<file path="config.mk">
export PLATFORM = sky130hd
export DESIGN_NAME = bsc_control
export DESIGN_NICKNAME = d
export VERILOG_FILES = /design/src/hw/bsc_bit_test.v /design/src/hw/bsc_control.v
export VERILOG_INCLUDE_DIRS = /design/src /design/src/include
export SDC_FILE = /design/constraint.sdc
export NUM_CORES = 1
export LEC_CHECK = 0
export BUFFER_PORTS_ARGS = -buffer_cell sky130_fd_sc_hd__buf_2
export CAP_MARGIN = 10
export CORE_MARGIN = 2
export CORE_UTILIZATION = 46
export CTS_BUF_LIST = sky130_fd_sc_hd__clkbuf_8 sky130_fd_sc_hd__clkbuf_16
export DETAILED_ROUTE_END_ITERATION = 8
export MAX_ROUTING_LAYER = met4
export PLACE_DENSITY = 0.76
export RECOVER_POWER = 25
export SYNTH_ARGS = -nofsm -noshare
export SYNTH_HDL_FRONTEND = slang
export SYNTH_HIERARCHICAL = 1
export SYNTH_SLANG_ARGS = --single-unit
</file>
<file path="constraint.sdc">
create_clock -name clk_sys -period 2.2 [get_ports clk_sys]
set_clock_uncertainty 0.2 [all_clocks]
set_input_delay 0 -clock clk_sys [delete_from_list [all_inputs] [get_ports clk_sys]]
set_output_delay 0 -clock clk_sys [all_outputs]
set_load 0.03 [all_outputs]
</file>
<file path="src/include/bsc_map.vh">
`ifndef BSC_MAP_VH
`define BSC_MAP_VH

// instruction classes presented by the decoder
`define BSC_OP_NONE 3'h0
`define BSC_OP_SKIP_CLR 3'h1
`define BSC_OP_SKIP_SET 3'h2
`define BSC_OP_CALL 3'h3
`define BSC_OP_CALL_VIA_ACCUMULATOR 3'h4
`define BSC_OP_OTHER 3'h5

// widths and reset values
`define BSC_PC_W 10
`define BSC_SP_W 3
`define BSC_STACK_DEPTH 8
`define BSC_PC_RST 10'h000
`define BSC_SP_RST 3'h0
`define BSC_PC_ONE 10'h001
`define BSC_SP_ONE 3'h1

// field positions
`define BSC_TABLE_HIGH_POINTER_MSB 1

// state codes
`define BSC_ST_RUN 2'h0
`define BSC_ST_FLUSH 2'h1

`endif

</file>
<file path="src/hw/bsc_bit_test.v">
`timescale 1ns/1ps
`include "bsc_map.vh"

// decides whether a bit test skips the next instruction
module bsc_bit_test (
    // operand
    input wire [7:0] file_data,
    input wire [2:0] bit_sel,
    input wire [2:0] op,
    // result
    output wire skip
);
    wire bit_val;

    assign bit_val = file_data[bit_sel];
    assign skip = ((op == `BSC_OP_SKIP_CLR) && !bit_val) ||
                  ((op == `BSC_OP_SKIP_SET) && bit_val);
endmodule

</file>
<file path="src/hw/bsc_control.v">
// Overview of operation
// - skip-if-clear reads the file register, skips next when bit is 0
// - skip-if-set reads the file register, skips next when bit is 1
// - taken skip turns fetched instruction into no-op; two cycles else one
// - both calls push address after the call onto return stack
// - immediate call: pc low from operand, pc high from high buffer
// - accumulator call: pc high from table pointer, pc low from accumulator
// - each call writes stack entry at pointer, then pointer plus one
`timescale 1ns/1ps
`include "bsc_map.vh"

module bsc_control (
    // clock and reset
    input wire clk_sys,
    input wire nrst,
    // decoded instruction
    input wire instr_valid,
    input wire [2:0] op,
    input wire [7:0] operand,
    input wire [2:0] bit_sel,
    input wire [7:0] file_data,
    // address sources
    input wire [1:0] pc_high_buffer,
    input wire [7:0] table_high_pointer,
    input wire [7:0] accumulator,
    // program counter and stack
    output reg [9:0] pc,
    output reg [2:0] stack_ptr,
    output reg [9:0] stack_top,
    output reg push,
    output reg nop_slot,
    output reg busy,
    output reg flags_we
);
    localparam PC_W = `BSC_PC_W;
    localparam SP_W = `BSC_SP_W;
    localparam DEPTH = `BSC_STACK_DEPTH;
    localparam [1:0] ST_RUN = `BSC_ST_RUN;
    localparam [1:0] ST_FLUSH = `BSC_ST_FLUSH;

    reg [1:0] state;
    reg [1:0] next_state;
    reg [PC_W-1:0] next_pc;
    reg [PC_W-1:0] stack_mem [0:DEPTH-1];
    wire skip;
    wire take;
    wire is_call;
    wire do_call;
    wire do_skip;
    wire do_plain;
    wire [PC_W-1:0] ret_addr;
    wire [PC_W-1:0] imm_target;
    wire [PC_W-1:0] acc_target;
    wire [PC_W-1:0] target;
    wire [DEPTH-1:0] ptr_sel;
    wire [DEPTH-1:0] entry_we;
    integer i;
    genvar gi;

    // sequential fetch step, shared by every path
    function [PC_W-1:0] f_step;
        input [PC_W-1:0] f_addr;
        begin
            f_step = f_addr + `BSC_PC_ONE;
        end
    endfunction

    function f_is_call;
        input [2:0] f_op;
        begin
            f_is_call = (f_op == `BSC_OP_CALL) ||
                (f_op == `BSC_OP_CALL_VIA_ACCUMULATOR);
        end
    endfunction

    // one-hot pick of the entry the pointer names
    function [DEPTH-1:0] f_sel;
        input [SP_W-1:0] f_ptr;
        integer k;
        begin
            f_sel = {DEPTH{1'b0}};
            for (k = 0; k < DEPTH; k = k + 1) begin
                if (f_ptr == k[SP_W-1:0]) begin
                    f_sel[k] = 1'b1;
                end
            end
        end
    endfunction

    bsc_bit_test bsc_bit_test_inst (
        .file_data(file_data),
        .bit_sel(bit_sel),
        .op(op),
        .skip(skip)
    );

    // a flushed slot refuses whatever is presented
    assign take = instr_valid && (state == ST_RUN);
    assign is_call = f_is_call(op);
    assign do_call = take && is_call;
    assign do_skip = take && !is_call && skip;
    assign do_plain = take && !is_call && !skip;

    assign ret_addr = f_step(pc);
    assign imm_target = {pc_high_buffer, operand};
    assign acc_target = {
        table_high_pointer[`BSC_TABLE_HIGH_POINTER_MSB:0],
        accumulator
    };
    assign target = (op == `BSC_OP_CALL_VIA_ACCUMULATOR) ? acc_target : imm_target;

    assign ptr_sel = f_sel(stack_ptr);

    generate
        for (gi = 0; gi < DEPTH; gi = gi + 1) begin : g_entry_we
            assign entry_we[gi] = do_call && ptr_sel[gi];
        end
    endgenerate

    always @* begin
        next_state = state;
        case (state)
            ST_RUN: begin
                // both calls and taken skips lose the fetched word
                if (do_call || do_skip) begin
                    next_state = ST_FLUSH;
                end
            end
            ST_FLUSH: begin
                next_state = ST_RUN;
            end
            default: begin
                next_state = ST_RUN;
            end
        endcase
    end

    always @* begin
        next_pc = pc;
        case (state)
            ST_RUN: begin
                if (do_call) begin
                    next_pc = target;
                end else if (do_skip || do_plain) begin
                    next_pc = f_step(pc);
                end
            end
            ST_FLUSH: begin
                // dead slot still moves on by one fetch
                next_pc = f_step(pc);
            end
            default: begin
                next_pc = pc;
            end
        endcase
    end

    always @(posedge clk_sys) begin
        if (!nrst) begin
            state <= ST_RUN;
            pc <= `BSC_PC_RST;
        end else begin
            state <= next_state;
            pc <= next_pc;
        end
    end

    // push side of the return stack
    always @(posedge clk_sys) begin
        if (!nrst) begin
            stack_ptr <= `BSC_SP_RST;
            stack_top <= `BSC_PC_RST;
            push <= 1'b0;
        end else begin
            push <= do_call;
            if (do_call) begin
                stack_top <= ret_addr;
                // pointer wraps; overflow is left to software
                stack_ptr <= stack_ptr + `BSC_SP_ONE;
            end
        end
    end

    always @(posedge clk_sys) begin
        if (!nrst) begin
            for (i = 0; i < DEPTH; i = i + 1) begin
                stack_mem[i] <= `BSC_PC_RST;
            end
        end else begin
            for (i = 0; i < DEPTH; i = i + 1) begin
                if (entry_we[i]) begin
                    stack_mem[i] <= ret_addr;
                end
            end
        end
    end

    // slot markers
    always @(posedge clk_sys) begin
        if (!nrst) begin
            nop_slot <= 1'b0;
            busy <= 1'b0;
        end else begin
            nop_slot <= (next_state == ST_FLUSH);
            busy <= (next_state == ST_FLUSH);
        end
    end

    // none of these four write the status flags
    always @(posedge clk_sys) begin
        if (!nrst) begin
            flags_we <= 1'b0;
        end else begin
            flags_we <= 1'b0;
        end
    end
endmodule

</file>
* Word-level counts from Yosys, hierarchy flattened *
Cells that the tools add are included.
Widths: inputs -> output; s select.

cells by class
  $lt $le $gt $ge = 1
  muxes and demuxes = 8
  reduce and logical (&&, ||, !) cells = 17
  add/sub/neg operators = 2
  eq/ne operators = 7

operators by type and width
  cell                   count
  $mux 10                3
  $pmux 10 s2            1
  $add 10x1->10 const B  1
  $logic_and 1x1->1      7
  $eq 3x2->1 const B     2
  $eq 2x1->1 const B     2
  $logic_or 1x1->1       4
  $lt 3x4->1 const B     1
  $mux 2                 2
  $add 3x1->3 const B    1
  $bmux 1 s3             1
  $eq 3x1->1 const B     1
  $eq 3x3->1 const B     1
  $logic_not 1->1        3
  $ne 3x2->1 const B     1
  $logic_not 2->1        1
  $reduce_and 2->1       1
  $reduce_bool 2->1      1
  $mux 1                 1

word-level totals
  word-level logic and storage cells = 41
  bits in registers = 27
  input port bits = 43

* Longest topological paths before layout *
  word-level depth = 11
  mapped depth = 6
  depth with buffers taken out = 5

* By module *
Netlist, hierarchy kept.

modules (own cells, without submodules)
  module        times used  cells an instance  area an instance (µm²)
  bsc_control   1           164                1412.6
  bsc_bit_test  1           10                 93.8

* Worst setup path after synthesis *
No wires, ideal clock.

  path type = register to register
  start point = register pc[3]
  end point = register pc[9]
  setup time = 0.124 ns
  setup slack = 0.389 ns
  period minus slack after synthesis = 1.811 ns
  path buffers = 1
  data arrival time = 1.487 ns
  stages on the path, launching flop included = 6
  data required time = 1.876 ns
  path through = dfxtp_1 buf_2 nand4_1 o31a_1 nor3_1 o31ai_1

between the ends
  longest elaborated chain between the ends = 4

ends and longest elaborated chain
  what                              line               source
  from (decl)                       bsc_control.v:27   output reg [9:0] pc,
  from (signal assigned)            bsc_control.v:161  pc <= `BSC_PC_RST;
  from (signal assigned)            bsc_control.v:164  pc <= next_pc;
  $add 10x1->10 (no source line) *  --
  $mux 10                           bsc_control.v:144  end else if (do_skip || do_plain) begin
  $mux 10                           bsc_control.v:142  if (do_call) begin
  $pmux 10 s2 *                     bsc_control.v:140  case (state)

Mark *: on every way between the ends. The rest lies on a longest branch, timed or not. The select of a mux whose other input is x is not followed.
A chain may end at the register's enable or synchronous reset.

* Worst setup path in the final report *
  start point = input port instr_valid
  end point = register pc[5]

between the ends
  longest elaborated chain between the ends = 6

ends and longest elaborated chain
  what                                         line                                  source
  from (decl)                                  bsc_control.v:17                      input wire instr_valid,
  $logic_and 1x1->1 *                          bsc_control.v:98                      assign take = instr_valid && (state == ST_RUN);
  $logic_and 1x1->1                            bsc_control.v:101, bsc_control.v:102
  $logic_and 1x1->1, on equally long branches  bsc_control.v:101, bsc_control.v:102
  $logic_or 1x1->1                             bsc_control.v:144
  $ne 3x2->1 (no source line)                  --
  $reduce_and 2->1 (no source line)            --

Mark *: on every way between the ends. The rest lies on a longest branch, timed or not.

==> impl_summary.txt <==
----------------------------------------------------
[Clocking]
  Max H-tree Level ... 1
  Sinks on Clock Net ... 27
  CTS tree ... built
  Clk buf depth ... 2
  Postcts setup bufs ... 0
  Clock-pin slew on the worst setup and hold paths ... 0.09 ns
  TritonCTS buffer count ... 3
  Clock insertion delay at the later pin of the skew report ... 0.26 ns
  Clk root buf ... sky130_fd_sc_hd__clkbuf_8

[Logic synthesis]
  Post-synthesis area per instance ... 8.66 µm²
  Unique cell type count in the Yosys netlist ... 44
  Warnings, synthesis ... 6
  Gate count of the mapped netlist ... 174
  Netlist area before placement ... 0.00151 mm²
  Post-synthesis sequential element count ... 27
  Seq/Total Area, Yosys ... 35.9%

[Placed design]
  Number of placed instances with taps included ... 274
  Count of port buffers added during placement ... 62
  Worst-case setup slack after placement ... 0.479 ns
  HPWL after detailed placement ... 2.60 mm
  Routability congestion estimate ... 0.880

[Pwr]
  Total leakage power ... 0.000865 µW
  Worst VDD drop ... 0.000192 V
  Power density normalized to cell area ... 470 mW/mm²

[Global route]
  Total global routing track utilization ... 22.2%
  Grt total ovfl ... 0
  Wire length of the first global-routing pass ... 6.09 mm
  Via count of the first global-routing pass ... 1468
  Initial antenna violation count ... 0
  Pin count of the biggest net entering global routing ... 19

[Routing]
  Number of DRC markers in iteration 0 ... 50
  Mean routed wirelength per cell ... 12.3 µm
  Remaining routing DRC violations ... 0
  Drt pass-1 iters ... 4
  Wire length after detailed routing ... 3.66 mm
  Average via count per standard cell ... 5.25
  Vias after detailed routing ... 1570
  Count of antenna-violating nets left after detailed routing ... 0

[Min path]
  Hold Path Stages ... 4
  Type of the tightest min-delay check ... in2reg
  Terminating pin of the worst hold path ... pc[6]$_SDFFE_PN0P_
  Hold_sp ... operand[6]

[Worst setup path]
  Launching element type of the critical path ... primary input
  Worst EP arrival ... 2.01 ns
  Peak fanout along the critical path ... 18
  First element of the critical path ... instr_valid
  Launch point of the worst reg-to-reg path ... state[0]$_SDFF_PN0_
  Capture instance of the worst register-to-register path ... pc[5]$_SDFFE_PN0P_
  Class of the most critical setup path ... in2reg
  FF-to-FF path depth ... 5
  Data required time at the worst endpoint ... 2.16 ns
  Capturing element type of the critical path ... flip-flop
  Setup slack of the most critical reg-to-reg path ... 0.15 ns

[Timing]
  Worst hold slack after final layout ... -0.0107 ns
  Final Hold Violating Endpoints ... 1
  Final critical-path share of the clock period ... 93.5%
  Post-layout minimum cycle time ... 2.06 ns
  Post-Route Setup TNS ... 0 ns
  Highest clock frequency the design can meet ... 0.486 GHz
  RSZ-0062 raised after global routing ... false
  Number of setup violations in the final report ... 0
  Number of slew-limit violations in the final report ... 0
  Worst Setup Slack, final ... 0.143 ns

[Status]
  Violations in the final reports ... hold timing
  Run status ... finished, violations left

[Cells and area]
  Fill cells ... 277
  Antenna diode count ... 0
  Final #Nets ... 301
  Final instance count without filler cells ... 299
  Synth-to-layout area growth ... 38.3%
  Utilization after layout ... 67.7%
  Fraction of layout instances using a drive strength above 1 ... 26.7%

[Die]
  Y dimension of the die ... 61.2 µm
  Initial cell density of the core ... 48.9%
  Die Width ... 61.2 µm
  # rows ... 20
  Total Die Area ... 0.00375 mm²
  Core outline area ... 0.00308 mm²
  Count of pins on the block boundary ... 70

[Run]
  Max capacitance violation total ... 0

----------------------------------------------------
-- cells in the final DEF (no fill, tap or decap), drive strengths merged, types with 5 or more instances in the layout --
cell and count:
clkbuf 16, a21oi 6, nor2 17, buf 54
dfxtp 27, dlygate4sd3 21, nor3 14, mux2i 11
nand2 15, a211oi 7, o21ai 7, o31ai 5
nand3 10
-- per-layer routing --
layer	share of wire [%]	track usage (%)	up-vias	wire length [µm]
li1	-	-	796	-
met1	40	24.5	707	1460
met2	52	41.2	65	1920
met3	7.2	3.36	2	264
met4	0.41	5.59	0	15
met5	0	-	-	0
-- stage by stage --
step	area [µm²]	power, µW
finish	2080	979
global route	2080	1030
CTS	2090	982
detailed placement	1830	692
global placement	1830	689
floorplan	1510	635
-- state kept, by name, summed over array words and instances, names as in the netlist --
name	flops
stack_ptr	3
stack_top	10
busy	1
push	1
state	2
pc	10
-- cell usage after synthesis, drive strengths merged --
master	count	area share, %
a211oi	7	3.5
a21oi	6	2.0
a311oi	1	1.0
a31oi	2	0.83
a32o	2	1.3
and2b	3	1.5
and3b	1	0.58
buf	9	4.7
clkbuf	3	0.83
conb	1	0.25
dfxtp	27	36
ha	2	1.7
inv	3	0.75
mux2	3	2.2
mux2i	11	7.3
mux4	1	1.5
nand2	15	3.7
nand2b	2	0.83
nand3	10	3.7
nand4	1	0.42
nor2	17	4.2
nor2b	2	0.83
nor3	14	4.7
nor3b	2	2.1
nor4	1	0.42
o21a	4	2.0
o21ai	7	2.6
o22ai	2	0.83
o311a	2	1.3
o31a	1	0.58
o31ai	5	2.5
or2	1	0.42
or3	2	0.83
or3b	1	0.58
xnor2	1	0.58
xor2	2	1.2
-- critical path, cell delays in order --
cell                            delay (ns)
sky130_fd_sc_hd__dlygate4sd3_1        0.52
sky130_fd_sc_hd__buf_2                0.11
sky130_fd_sc_hd__nor3b_4              0.28
sky130_fd_sc_hd__o21ai_4              0.20
sky130_fd_sc_hd__a211oi_1             0.26
sky130_fd_sc_hd__dlygate4sd3_1        0.58
sky130_fd_sc_hd__o31ai_1              0.06
-- final cells by class --
class | instances | area [µm²] | area share, %
multi-input cells | 133 | 890 | 42.7
repair buffers | 88 | 542 | 26.0
flip-flops and latches | 27 | 541 | 25.9
well taps | 44 | 55.1 | 2.64
clock buffers | 3 | 41.3 | 1.98
inverters | 3 | 11.3 | 0.541
clock inverters | 1 | 3.75 | 0.180
-- logic make-up after synthesis --
family / Yosys count / synth area share (%)
compound gates: 39 / 18.4
xor+xnor: 3 / 1.74
fa+ha+maj: 2 / 1.66
buf+inv: 15 / 6.23
flops: 27 / 35.9
mux: 15 / 11.0
other cells: 1 / 0.249
simple gates: 72 / 24.8
-- worst max path at each step --
stage / endpoint / slack, ns / depth (start not counted)
2_1_floorplan: pc[9]$_SDFFE_PN0P_ / 0.39 / 5
3_3_place_gp: pc[4]$_SDFFE_PN0P_ / 0.51 / 6
3_5_place_dp: stack_top[9]$_SDFFE_PN0N_ / 0.48 / 4
4_1_cts: pc[5]$_SDFFE_PN0P_ / 0.05 / 7
5_1_grt: pc[5]$_SDFFE_PN0P_ / 0.02 / 5
6_report: pc[5]$_SDFFE_PN0P_ / 0.14 / 7
-- power by group --
part           total, µW  internal (µW)  switching (µW)  leakage, µW
sequential           513            502            11.4     0.000219
clock                269            125             144    0.0000269
combinational        197           97.4            99.6     0.000619
-- timing repair --
item | 4_1_cts | 5_1_grt
hold endpoints to repair | 14 | 0
resized for setup | 0 | 2
endpoints found under the setup margin | 0 | 1
hold buffers | 21 | 0
Power figures use the tool's default switching activity.
